$ cat src/rtl/adc_serial_pkg.sv
package adc_serial_pkg;

  // ---------------------------------------------------------------
  // Clock and timing
  // ---------------------------------------------------------------
  localparam int unsigned CLK_MHZ       = 10;    // System clock rate in MHz.
  localparam int unsigned CONV_TIME_NS  = 8000;  // Longest conversion time.
  localparam int unsigned CONV_CYC      = (CONV_TIME_NS * CLK_MHZ) / 1000;
  localparam int unsigned MCLK_HALF_NS  = 200;   // Master clock half period.
  localparam int unsigned MCLK_HALF_CYC = (MCLK_HALF_NS * CLK_MHZ + 999) / 1000;
  localparam int unsigned RES_BITS      = 16;    // Result width.
  localparam int unsigned FRAME_CYC     = 2 * RES_BITS * MCLK_HALF_CYC;

  // ---------------------------------------------------------------
  // Register map (byte addresses) and fields
  // ---------------------------------------------------------------
  localparam logic [11:0] CTRL_OFS  = 12'h000;
  localparam logic [11:0] STAT_OFS  = 12'h004;
  localparam logic [11:0] RES_OFS   = 12'h008;
  localparam int unsigned CTRL_SCLK_INV = 0;
  localparam int unsigned CTRL_FRM_INV  = 1;
  localparam logic [1:0]  CTRL_RST      = 2'h0;

  // ---------------------------------------------------------------
  // Synchronised pin positions and their idle reset levels
  // ---------------------------------------------------------------
  localparam int unsigned SYNC_W = 9;
  localparam int unsigned P_SCLK = 0;
  localparam int unsigned P_CS   = 1;
  localparam int unsigned P_RD   = 2;
  localparam int unsigned P_CHN  = 3;
  localparam int unsigned P_CNV  = 4;
  localparam int unsigned P_RT   = 5;
  localparam int unsigned P_CSEL = 6;
  localparam int unsigned P_ISEL = 7;
  localparam int unsigned P_PD   = 8;
  localparam logic [SYNC_W-1:0] SYNC_RST = 9'h016;

  // Conversion sequencer states.
  typedef enum logic [1:0] {
    CV_IDLE = 2'b00,
    CV_CONV = 2'b01,
    CV_HOLD = 2'b10
  } conv_state_t;

endpackage

$ cat src/rtl/pin_sync_if.sv
`timescale 1ns/1ps
// Raw pin levels in, cleaned levels out.
interface pin_sync_if;
  import adc_serial_pkg::*;
  logic [SYNC_W-1:0] raw;    // Levels straight from the pins.
  logic [SYNC_W-1:0] clean;  // Filtered levels in the sys_clk domain.
  modport syncer (input raw, output clean);
  modport user   (output raw, input clean);
endinterface

$ cat src/rtl/adc_serial_readout_port.sv
// The register offsets and register access over APB were left to the implementer.
`timescale 1ns/1ps
// Overview of operation
// - Source select low: device makes serial clock.
// - Master drives frame-valid strobe during data.
// - Clock and frame polarity each selectable.
// - Master read timing: after or during conversion.
// - Master after-conversion: busy spans 16 bits.
// - Source select high: host supplies serial clock.
// - Slave clock gated; read when select, enable low.
// - Continuous or gapped clock, either idle level.
// - Slave after-conversion: 16 bits, MSB first.
// - Slave after-conversion clock up to 40 MHz; here sampled by the 10 MHz sys_clk.
// - Chain input only in slave after-conversion.
// - Chain sampled opposite edge, follows last bit.
// - Slave during-conversion: previous result, MSB first.
// - Late read pulses the late-read flag.
// - Read may straddle into the next conversion.
// - Interface select high enables serial port.
// - Select or enable high: outputs high impedance.
// - Conversion cannot be restarted or aborted.
module adc_serial_readout_port
  import adc_serial_pkg::*;
(
  // Clock and reset.
  input  wire logic          sys_clk,
  input  wire logic          rstn,
  // APB slave.
  input  wire logic [11:0]   paddr,
  input  wire logic          psel,
  input  wire logic          penable,
  input  wire logic          pwrite,
  input  wire logic [31:0]   pwdata,
  output logic      [31:0]   prdata,
  output logic               pready,
  output logic               pslverr,
  // Converter core.
  input  wire logic          convertStartN,
  input  wire logic          powerDownIn,
  input  wire logic [15:0]   sampleData,
  output logic               busy,
  // Serial pins.
  input  wire logic          interfaceSelect,
  input  wire logic          clockSourceSelect,
  input  wire logic          readTimingChainIn,
  input  wire logic          csN,
  input  wire logic          rdN,
  input  wire logic          sclkIn,
  output logic               sclkOut,
  output logic               sclkOeN,
  output logic               serialResultOut,
  output logic               serialResultOeN,
  output logic               frameValid,
  output logic               frameValidOeN,
  output logic               lateReadFlag
);

  // ---------------------------------------------------------------
  // Pin synchronisers
  // ---------------------------------------------------------------
  pin_sync_if pins ();

  assign pins.raw = {powerDownIn, interfaceSelect, clockSourceSelect,
                     readTimingChainIn, convertStartN, readTimingChainIn,
                     rdN, csN, sclkIn};

  pin_sync u_sync (
    .sys_clk (sys_clk),
    .rstn    (rstn),
    .pins    (pins.syncer)
  );

  logic sclkS;     // Filtered external serial clock.
  logic csS;       // Filtered device select, active low.
  logic rdS;       // Filtered read enable, active low.
  logic chainS;    // Filtered chain input.
  logic convS;     // Filtered convert start, active low.
  logic rdcS;      // Read timing: high reads during conversion.
  logic cselS;     // Clock source select.
  logic serOn;     // Serial port chosen.
  logic pdS;       // Power-down request.

  assign sclkS  = pins.clean[P_SCLK];
  assign csS    = pins.clean[P_CS];
  assign rdS    = pins.clean[P_RD];
  assign chainS = pins.clean[P_CHN];
  assign convS  = pins.clean[P_CNV];
  assign rdcS   = pins.clean[P_RT];
  assign cselS  = pins.clean[P_CSEL];
  assign serOn  = pins.clean[P_ISEL];
  assign pdS    = pins.clean[P_PD];

  logic master;    // Device makes the serial clock.
  logic selected;  // Select and read enable both low.

  assign master   = ~cselS;
  assign selected = ~csS & ~rdS;

  // ---------------------------------------------------------------
  // Edge detection on cleaned levels
  // ---------------------------------------------------------------
  logic sclkPrev;  // Last external clock level.
  logic convPrev;  // Last convert start level.

  // Both edges are found, so a gapped clock idling high or low and a
  // free-running clock are treated alike.
  always_ff @(posedge sys_clk or negedge rstn) begin
    if (!rstn) begin
      sclkPrev <= 1'b0;
      convPrev <= 1'b1;
    end else begin
      sclkPrev <= sclkS;
      convPrev <= convS;
    end
  end

  logic sclkRise;  // External clock rising edge.
  logic sclkFall;  // External clock falling edge.
  logic convFall;  // Convert start asserted.

  assign sclkRise = sclkS & ~sclkPrev;
  assign sclkFall = ~sclkS & sclkPrev;
  assign convFall = ~convS & convPrev;

  // ---------------------------------------------------------------
  // Conversion sequencer
  // ---------------------------------------------------------------
  conv_state_t convState_reg;  // Current state.
  conv_state_t convState_next; // Next state.
  logic [7:0]  convCnt_reg;    // Cycles into the conversion.
  logic        convStart;      // Accepted start.
  logic        convEnd;        // Last conversion cycle.
  logic        mDone;          // Master transfer finished.

  // A start is taken only when idle; starts during a conversion are
  // dropped and power-down cannot cut one short.
  assign convStart = convFall & (convState_reg == CV_IDLE) & ~pdS;
  assign convEnd   = (convState_reg == CV_CONV) &&
                     (convCnt_reg == 8'(CONV_CYC - 1));

  // Next-state selection.
  always_comb begin
    convState_next = convState_reg;
    case (convState_reg)
      CV_IDLE: begin
        if (convStart) begin
          convState_next = CV_CONV;
        end
      end
      CV_CONV: begin
        // Master after-conversion keeps busy until the bits are out.
        if (convEnd) begin
          if (serOn && master && !rdcS) begin
            convState_next = CV_HOLD;
          end else begin
            convState_next = CV_IDLE;
          end
        end
      end
      CV_HOLD: begin
        if (mDone) begin
          convState_next = CV_IDLE;
        end
      end
      default: begin
        convState_next = CV_IDLE;
      end
    endcase
  end

  // State and cycle counter.
  always_ff @(posedge sys_clk or negedge rstn) begin
    if (!rstn) begin
      convState_reg <= CV_IDLE;
      convCnt_reg   <= 8'h00;
    end else begin
      convState_reg <= convState_next;
      if (convState_reg == CV_CONV) begin
        convCnt_reg <= convCnt_reg + 8'h01;
      end else begin
        convCnt_reg <= 8'h00;
      end
    end
  end

  // Busy tracks the state to come, so it leaves a flip-flop in step.
  always_ff @(posedge sys_clk or negedge rstn) begin
    if (!rstn) begin
      busy <= 1'b0;
    end else begin
      busy <= (convState_next != CV_IDLE);
    end
  end

  // Latest result, kept for reads during the following conversion.
  logic [15:0] result_reg;

  always_ff @(posedge sys_clk or negedge rstn) begin
    if (!rstn) begin
      result_reg <= 16'h0000;
    end else if (convEnd) begin
      result_reg <= sampleData;
    end
  end

  // ---------------------------------------------------------------
  // Master clock divider
  // ---------------------------------------------------------------
  logic [3:0] divCnt_reg;  // Counts one half period.
  logic       mTick;       // One-cycle enable per half period.
  logic       load;        // Fresh word enters the shifter.

  assign mTick = (divCnt_reg == 4'(MCLK_HALF_CYC - 1));

  always_ff @(posedge sys_clk or negedge rstn) begin
    if (!rstn) begin
      divCnt_reg <= 4'h0;
    end else if (mTick || load) begin
      // Restarting on a load fixes the divider phase, so every frame
      // lasts the same number of cycles.
      divCnt_reg <= 4'h0;
    end else begin
      divCnt_reg <= divCnt_reg + 4'h1;
    end
  end

  // ---------------------------------------------------------------
  // Shift engine
  // ---------------------------------------------------------------
  logic [15:0] shiftReg;   // Outgoing bits, MSB leaves first.
  logic [4:0]  bitCnt;     // Bits shifted out so far.
  logic        mActive;    // Master transfer in progress.
  logic        sclkInt;    // Generated clock, true polarity.
  logic        pending;    // Slave result not yet fully read.
  logic        chainBit;   // Chain input caught on rising edge.
  logic [15:0] loadVal;    // Word to be loaded.
  logic        slaveAct;   // Slave shifting allowed.
  logic        sFall;      // Slave shift edge.

  // Master during-conversion sends the previous word at the start;
  // every other mode sends the new word once the conversion ends.
  assign load    = serOn & (master ? (rdcS ? convStart : convEnd)
                                   : convEnd);
  assign loadVal = (master & rdcS) ? result_reg : sampleData;
  assign slaveAct = serOn & ~master & selected;
  assign sFall    = slaveAct & sclkFall & ~load;
  assign mDone    = mTick & mActive & sclkInt & (bitCnt == 5'd15);

  // Chain data is caught on the edge opposite the shift edge.
  always_ff @(posedge sys_clk or negedge rstn) begin
    if (!rstn) begin
      chainBit <= 1'b0;
    end else if (slaveAct && sclkRise) begin
      chainBit <= chainS;
    end
  end

  // Shifter, bit counter and master clock generation.
  always_ff @(posedge sys_clk or negedge rstn) begin
    if (!rstn) begin
      shiftReg <= 16'h0000;
      bitCnt   <= 5'd0;
      mActive  <= 1'b0;
      sclkInt  <= 1'b0;
    end else if (load) begin
      shiftReg <= loadVal;
      bitCnt   <= 5'd0;
      mActive  <= master;
      sclkInt  <= 1'b0;
    end else if (master) begin
      // Data moves on the falling edge; the host samples on rising.
      if (mTick && mActive) begin
        if (!sclkInt) begin
          sclkInt <= 1'b1;
        end else begin
          sclkInt  <= 1'b0;
          shiftReg <= {shiftReg[14:0], 1'b0};
          bitCnt   <= bitCnt + 5'd1;
          if (bitCnt == 5'd15) begin
            mActive <= 1'b0;
          end
        end
      end
    end else if (sFall) begin
      // Chain data fills in behind the last bit; it is ignored when
      // reading during conversion, where no chain exists.
      shiftReg <= {shiftReg[14:0], rdcS ? 1'b0 : chainBit};
      if (bitCnt != 5'd16) begin
        bitCnt <= bitCnt + 5'd1;
      end
    end
  end

  // Pending read tracking; a new load wins over the final bit.
  always_ff @(posedge sys_clk or negedge rstn) begin
    if (!rstn) begin
      pending <= 1'b0;
    end else if (load && !master) begin
      pending <= 1'b1;
    end else if (sFall && bitCnt == 5'd15) begin
      pending <= 1'b0;
    end
  end

  // Late read: the previous word was not fully read when the next
  // conversion completed, so the host sees a one-cycle pulse.
  always_ff @(posedge sys_clk or negedge rstn) begin
    if (!rstn) begin
      lateReadFlag <= 1'b0;
    end else begin
      lateReadFlag <= serOn & ~master & rdcS & convEnd & pending;
    end
  end

  // ---------------------------------------------------------------
  // Control register and pin drivers
  // ---------------------------------------------------------------
  logic [1:0] ctrl_reg;  // Polarity inversion bits.

  // All interface outputs float while select or read enable is high
  // or the serial port is not chosen. The enables are active low.
  always_ff @(posedge sys_clk or negedge rstn) begin
    if (!rstn) begin
      serialResultOut <= 1'b0;
      serialResultOeN <= 1'b1;
      sclkOut         <= 1'b0;
      sclkOeN         <= 1'b1;
      frameValid      <= 1'b0;
      frameValidOeN   <= 1'b1;
    end else begin
      serialResultOut <= shiftReg[15];
      serialResultOeN <= ~(serOn & selected);
      sclkOut         <= sclkInt ^ ctrl_reg[CTRL_SCLK_INV];
      sclkOeN         <= ~(serOn & master & selected);
      frameValid      <= mActive ^ ctrl_reg[CTRL_FRM_INV];
      frameValidOeN   <= ~(serOn & master & selected);
    end
  end

  // ---------------------------------------------------------------
  // APB slave
  // ---------------------------------------------------------------
  logic       apbAcc;   // Access phase, answer not yet given.
  logic       apbDone;  // Completing edge.
  logic       mapped;   // Address hits a register.

  assign apbAcc  = psel & penable & ~pready;
  assign apbDone = psel & penable & pready;
  assign mapped  = (paddr == CTRL_OFS) | (paddr == STAT_OFS) |
                   (paddr == RES_OFS);

  // One wait state: read data and the answer settle together.
  always_ff @(posedge sys_clk or negedge rstn) begin
    if (!rstn) begin
      pready  <= 1'b0;
      pslverr <= 1'b0;
      prdata  <= 32'h0000_0000;
    end else begin
      pready  <= apbAcc;
      pslverr <= apbAcc & ~mapped;
      prdata  <= 32'h0000_0000;
      if (apbAcc && !pwrite) begin
        case (paddr)
          CTRL_OFS: prdata <= {30'h0, ctrl_reg};
          STAT_OFS: prdata <= {27'h0, pending, master, mActive,
                               convState_reg != CV_IDLE, busy};
          RES_OFS:  prdata <= {16'h0000, result_reg};
          default:  prdata <= 32'h0000_0000;
        endcase
      end
    end
  end

  // Writes land on the edge where the master sees pready high.
  always_ff @(posedge sys_clk or negedge rstn) begin
    if (!rstn) begin
      ctrl_reg <= CTRL_RST;
    end else if (apbDone && pwrite && paddr == CTRL_OFS) begin
      ctrl_reg <= pwdata[1:0];
    end
  end

  // ---------------------------------------------------------------
  // Assertions
  // ---------------------------------------------------------------
  logic [6:0] frmCnt;  // Cycles of the current master frame.

  always_ff @(posedge sys_clk or negedge rstn) begin
    if (!rstn) begin
      frmCnt <= 7'd0;
    end else if (!mActive) begin
      frmCnt <= 7'd0;
    end else begin
      frmCnt <= frmCnt + 7'd1;
    end
  end
endmodule

$ cat src/rtl/pin_sync.sv
`timescale 1ns/1ps
module pin_sync
  import adc_serial_pkg::*;
(
  // Clock and reset.
  input wire logic   sys_clk,
  input wire logic   rstn,
  // Pin levels.
  pin_sync_if.syncer pins
);

  // ---------------------------------------------------------------
  // Three-stage synchroniser per pin
  // ---------------------------------------------------------------
  // A change is accepted only when stages two and three agree, so a
  // single metastable sample never reaches the logic.
  genvar i;
  generate
    for (i = 0; i < SYNC_W; i++) begin : g_bit
      logic [2:0] stage;  // Stage 0 feeds stage 1 only.
      logic       cleanBit;
      always_ff @(posedge sys_clk or negedge rstn) begin
        if (!rstn) begin
          stage    <= {3{SYNC_RST[i]}};
          cleanBit <= SYNC_RST[i];
        end else begin
          stage <= {stage[1:0], pins.raw[i]};
          if (stage[1] == stage[2]) begin
            cleanBit <= stage[2];
          end
        end
      end
      assign pins.clean[i] = cleanBit;
    end
  endgenerate

endmodule

$ cat config.mk
export PLATFORM = sky130hd
export DESIGN_NAME = adc_serial_readout_port
export DESIGN_NICKNAME = d
export VERILOG_FILES = /design/src/rtl/adc_serial_pkg.sv /design/src/rtl/pin_sync_if.sv /design/src/rtl/adc_serial_readout_port.sv /design/src/rtl/pin_sync.sv
export SDC_FILE = /design/constraint.sdc
export NUM_CORES = 1
export LEC_CHECK = 0
export ABC_CLOCK_PERIOD_IN_PS = 2000
export BUFFER_PORTS_ARGS = -buffer_cell sky130_fd_sc_hd__buf_4
export CAP_MARGIN = 20
export CORE_UTILIZATION = 48
export CTS_CLUSTER_SIZE = 14
export DETAILED_ROUTE_END_ITERATION = 6
export GPL_ROUTABILITY_DRIVEN = 0
export GPL_TIMING_DRIVEN = 0
export PLACE_DENSITY = 0.82
export SLEW_MARGIN = 10
export SYNTH_ARGS = -nofsm -noshare
export SYNTH_HDL_FRONTEND = slang
export SYNTH_SLANG_ARGS = --single-unit
$ cat constraint.sdc
create_clock -name sys_clk -period 2 [get_ports sys_clk]
set_input_delay 0 -clock sys_clk [delete_from_list [all_inputs] [get_ports sys_clk]]
set_output_delay 0 -clock sys_clk [all_outputs]
set_load 0.02 [all_outputs]
==> out/metrics.cfg <==
[outcome]
status = complete, but fails checks
failed_checks = negative hold slack, negative setup slack

[synthesis]
synth_compound_area_share_pct = 7.77
synthCells = 381
yosysWarnings = 0
synth_ff_type = dfrtp_1
synthAdderAreaFrac_pct = 3.25
synth_top_family_by_area = simple AND/OR/NAND/NOR gates
synth_edf_count = 0
synth.cell_area_mm2 = 0.00477
synth_seq_area_share_pct = 61.3
synth.area.mux_share_pct = 8.69
syn_avg_cell_area_um2 = 12.5
synth-xor-area-share_pct = 1.84
yosys_register_bits = 116
synthArstFlopShare_pct = 100
synth_simple_gate_area_share_pct = 12.0
synth_cell_type_count = 47
yosys.area.top_type_share_pct = 53.0
synth_top_cell_by_area = dfrtp_1
netlist_top_cells_area = dfrtp_1 (53%), dfstp_2 (8.3%), mux2_2 (4.5%), mux2i_1 (4.2%), buf_4 (3.1%)

[cells_and_area]
insertedDiodeCount = 0
final_cell_mix = dfrtp_1 (101), buf_4 (97), dlygate4sd3_1 (33), nor2_1 (22), mux2i_1 (20)
layout.nets = 614
fillers = 575
fin_cells = 681
area_growth_pct = 44.6
largest_reg_flops = 24
drive_gt1_share_pct = 40.0
largest_register = u_sync.g_bit.stage
finalCoreUtilization_pct = 71.2
final_common_cell = dfrtp_1

[grt]
antenna_found_initial = 0
track_usage_pct = 22.2
grt_pass1_wl_mm = 16.8
grt_max_degree = 117
first_global_vias = 3452
gr-total-overflow = 0

[power_and_ir_drop]
power_mw = 7.45
peakVddDrop_uv = 671
cellPowerDensity_mw_per_mm2 = 1080
p_leak_nw = 3.20

[timing]
setup-violations-final = 44
hold_violations = 3
finClkSkew_ps = 7.99
fin_ws_ps = -196
fin_crit_sh_pct = 110
min_period_ps = 2200
slew_headroom_pct = 61.5
rsz0062_at_grt = yes
tightest_slew_ps = 577
hold_ws_ps = -5.56
max_freq_ghz = 0.455
report.final.slew_viol_count = 0

[route]
firstDrtPassIters = 4
drc = 0
vias = 3536
ant_nets = 0
wl_mm = 11.6
drtIter0Drc = 235
wl_per_cell_um = 17.0
viasPerCell = 5.19

[critical_path]
arrival_ps = 2590
cp_max_fo = 10
required_ps = 2400
critical_path_class = reg -> reg
worst_setup_path_end_kind = flip-flop
startpoint_type = flip-flop

[clock_network]
cts_buffers = 17
clkLatencyLatePin_ps = 530
cts_num_sinks = 116
root_buffer = clkbuf_8
clockBufferDepth = 2
cts_tree = yes
htree_num_levels = 4
clkSlewWorstSetupHoldPaths_ps = 60

[floorplan]
die_y_um = 102
ios = 115
die_area_mm2 = 0.0103
fp.dieW_um = 102
core_mm2 = 0.00968
rows = 36
start_util_pct = 49.2

[job]
drv_cap = 0

[min_path]
hp-class = in -> async

[placement]
dp_slack_ps = -350
dp_hpwl_mm = 6.11
portBuffers = 67
dp_cells = 596

==> Yosys cell counts (2+ instances only) <==
cell and count:
nor4_1 3, a22oi_1 2, a21oi_1 23, mux2i_1 20
or3_1 4, and3_1 3, maj3_1 8, clkbuf_1 9
nor3b_1 2, buf_4 20, nor2b_1 19, or2_2 2
mux2_2 19, buf_2 3, nor3_1 6, o21ai_0 5
ha_1 6, a211oi_2 4, dfrtp_1 101, xnor2_1 6
nand2_1 10, nor2_1 26, o22a_1 2, xor2_1 4
and2_1 11, nand3_1 7, a211oi_1 13, nand2b_1 2
dfstp_2 15, inv_1 9
==> critical path, stage by stage (launching register included) <==
cell and delay, ps:
dfrtp_1 370, or4b_4 550, or3_4 430, o22a_4 270
buf_12 160, a211oi_4 210, a21oi_1 80
==> cell families after synthesis <==
kind of cell,Yosys count
xor gates and xnor gates,10
buffers and inverters,42
AOI/OAI and AO/OA,55
muxes,39
DFF,116
other,1
adders and majority gates,14
and+or+nand+nor,104
==> through the flow <==
stage	setup TNS, ps	instance area [um2]
after global placement	-7740	5570
after floorplan	-286	4900
after CTS	-1760	6630
after global routing	-7260	6890
final	-4960	6890
after detailed placement	-9180	5570
==> final timing paths <==
check,from,endpoint,slack (ps),depth (start not counted)
worst min register to register,u_sync.g_bit[3].stage[0],u_sync.g_bit[3].stage[1],350,0
max in group asynchronous,rstn,serialResultOeN,1290,3
worst max-delay path,convCnt_reg[5],shiftReg[6],-200,6
worst max register to register,convCnt_reg[5],shiftReg[6],-200,6
worst min-delay path,rstn,prdata[13],-6,2
min in group sys_clk,pwrite,prdata[1],60,4
==> final cells by class <==
type / instances / area (um2) / area share (%)
sequential: 116 / 2920 / 42.4
multi-input combinational: 238 / 1860 / 27.0
timing repair buffer: 120 / 1060 / 15.4
clock buffer: 21 / 439 / 6.37
buffer: 33 / 278 / 4.03
tap: 133 / 166 / 2.41
clock inverter: 11 / 135 / 1.96
inverter: 9 / 33.8 / 0.490
==> routing by layer <==
layer  track usage [%]  up-vias  wire (um)  share of wire [%]
met3              6.76       42        571                4.9
met2              36.4      124       6000                 52
met5                 0        -          0                  0
li1                  -     1595          -                  -
met4              11.4        0        437                3.8
met1              26.4     1775       4590                 40
==> report_power, final <==
group	internal [mW]	switching [mW]	total [mW]
clock network	1.91	1.02	2.94
registers	2.77	0.317	3.09
logic	0.703	0.717	1.42
total	5.39	2.06	7.45
==> timing repair <==
| action | CTS | global route |
|---|---|---|
| resized for setup | 19 | 36 |
| hold buffers | 33 | 0 |
| cloned | 1 | 1 |
| endpoints found under the setup margin | 48 | 49 |
| pin swaps | 4 | 13 |
| setup buffers | 9 | 8 |
| hold endpoints to repair | 151 | 0 |
No activity file was read; power rests on OpenSTA's default activity.
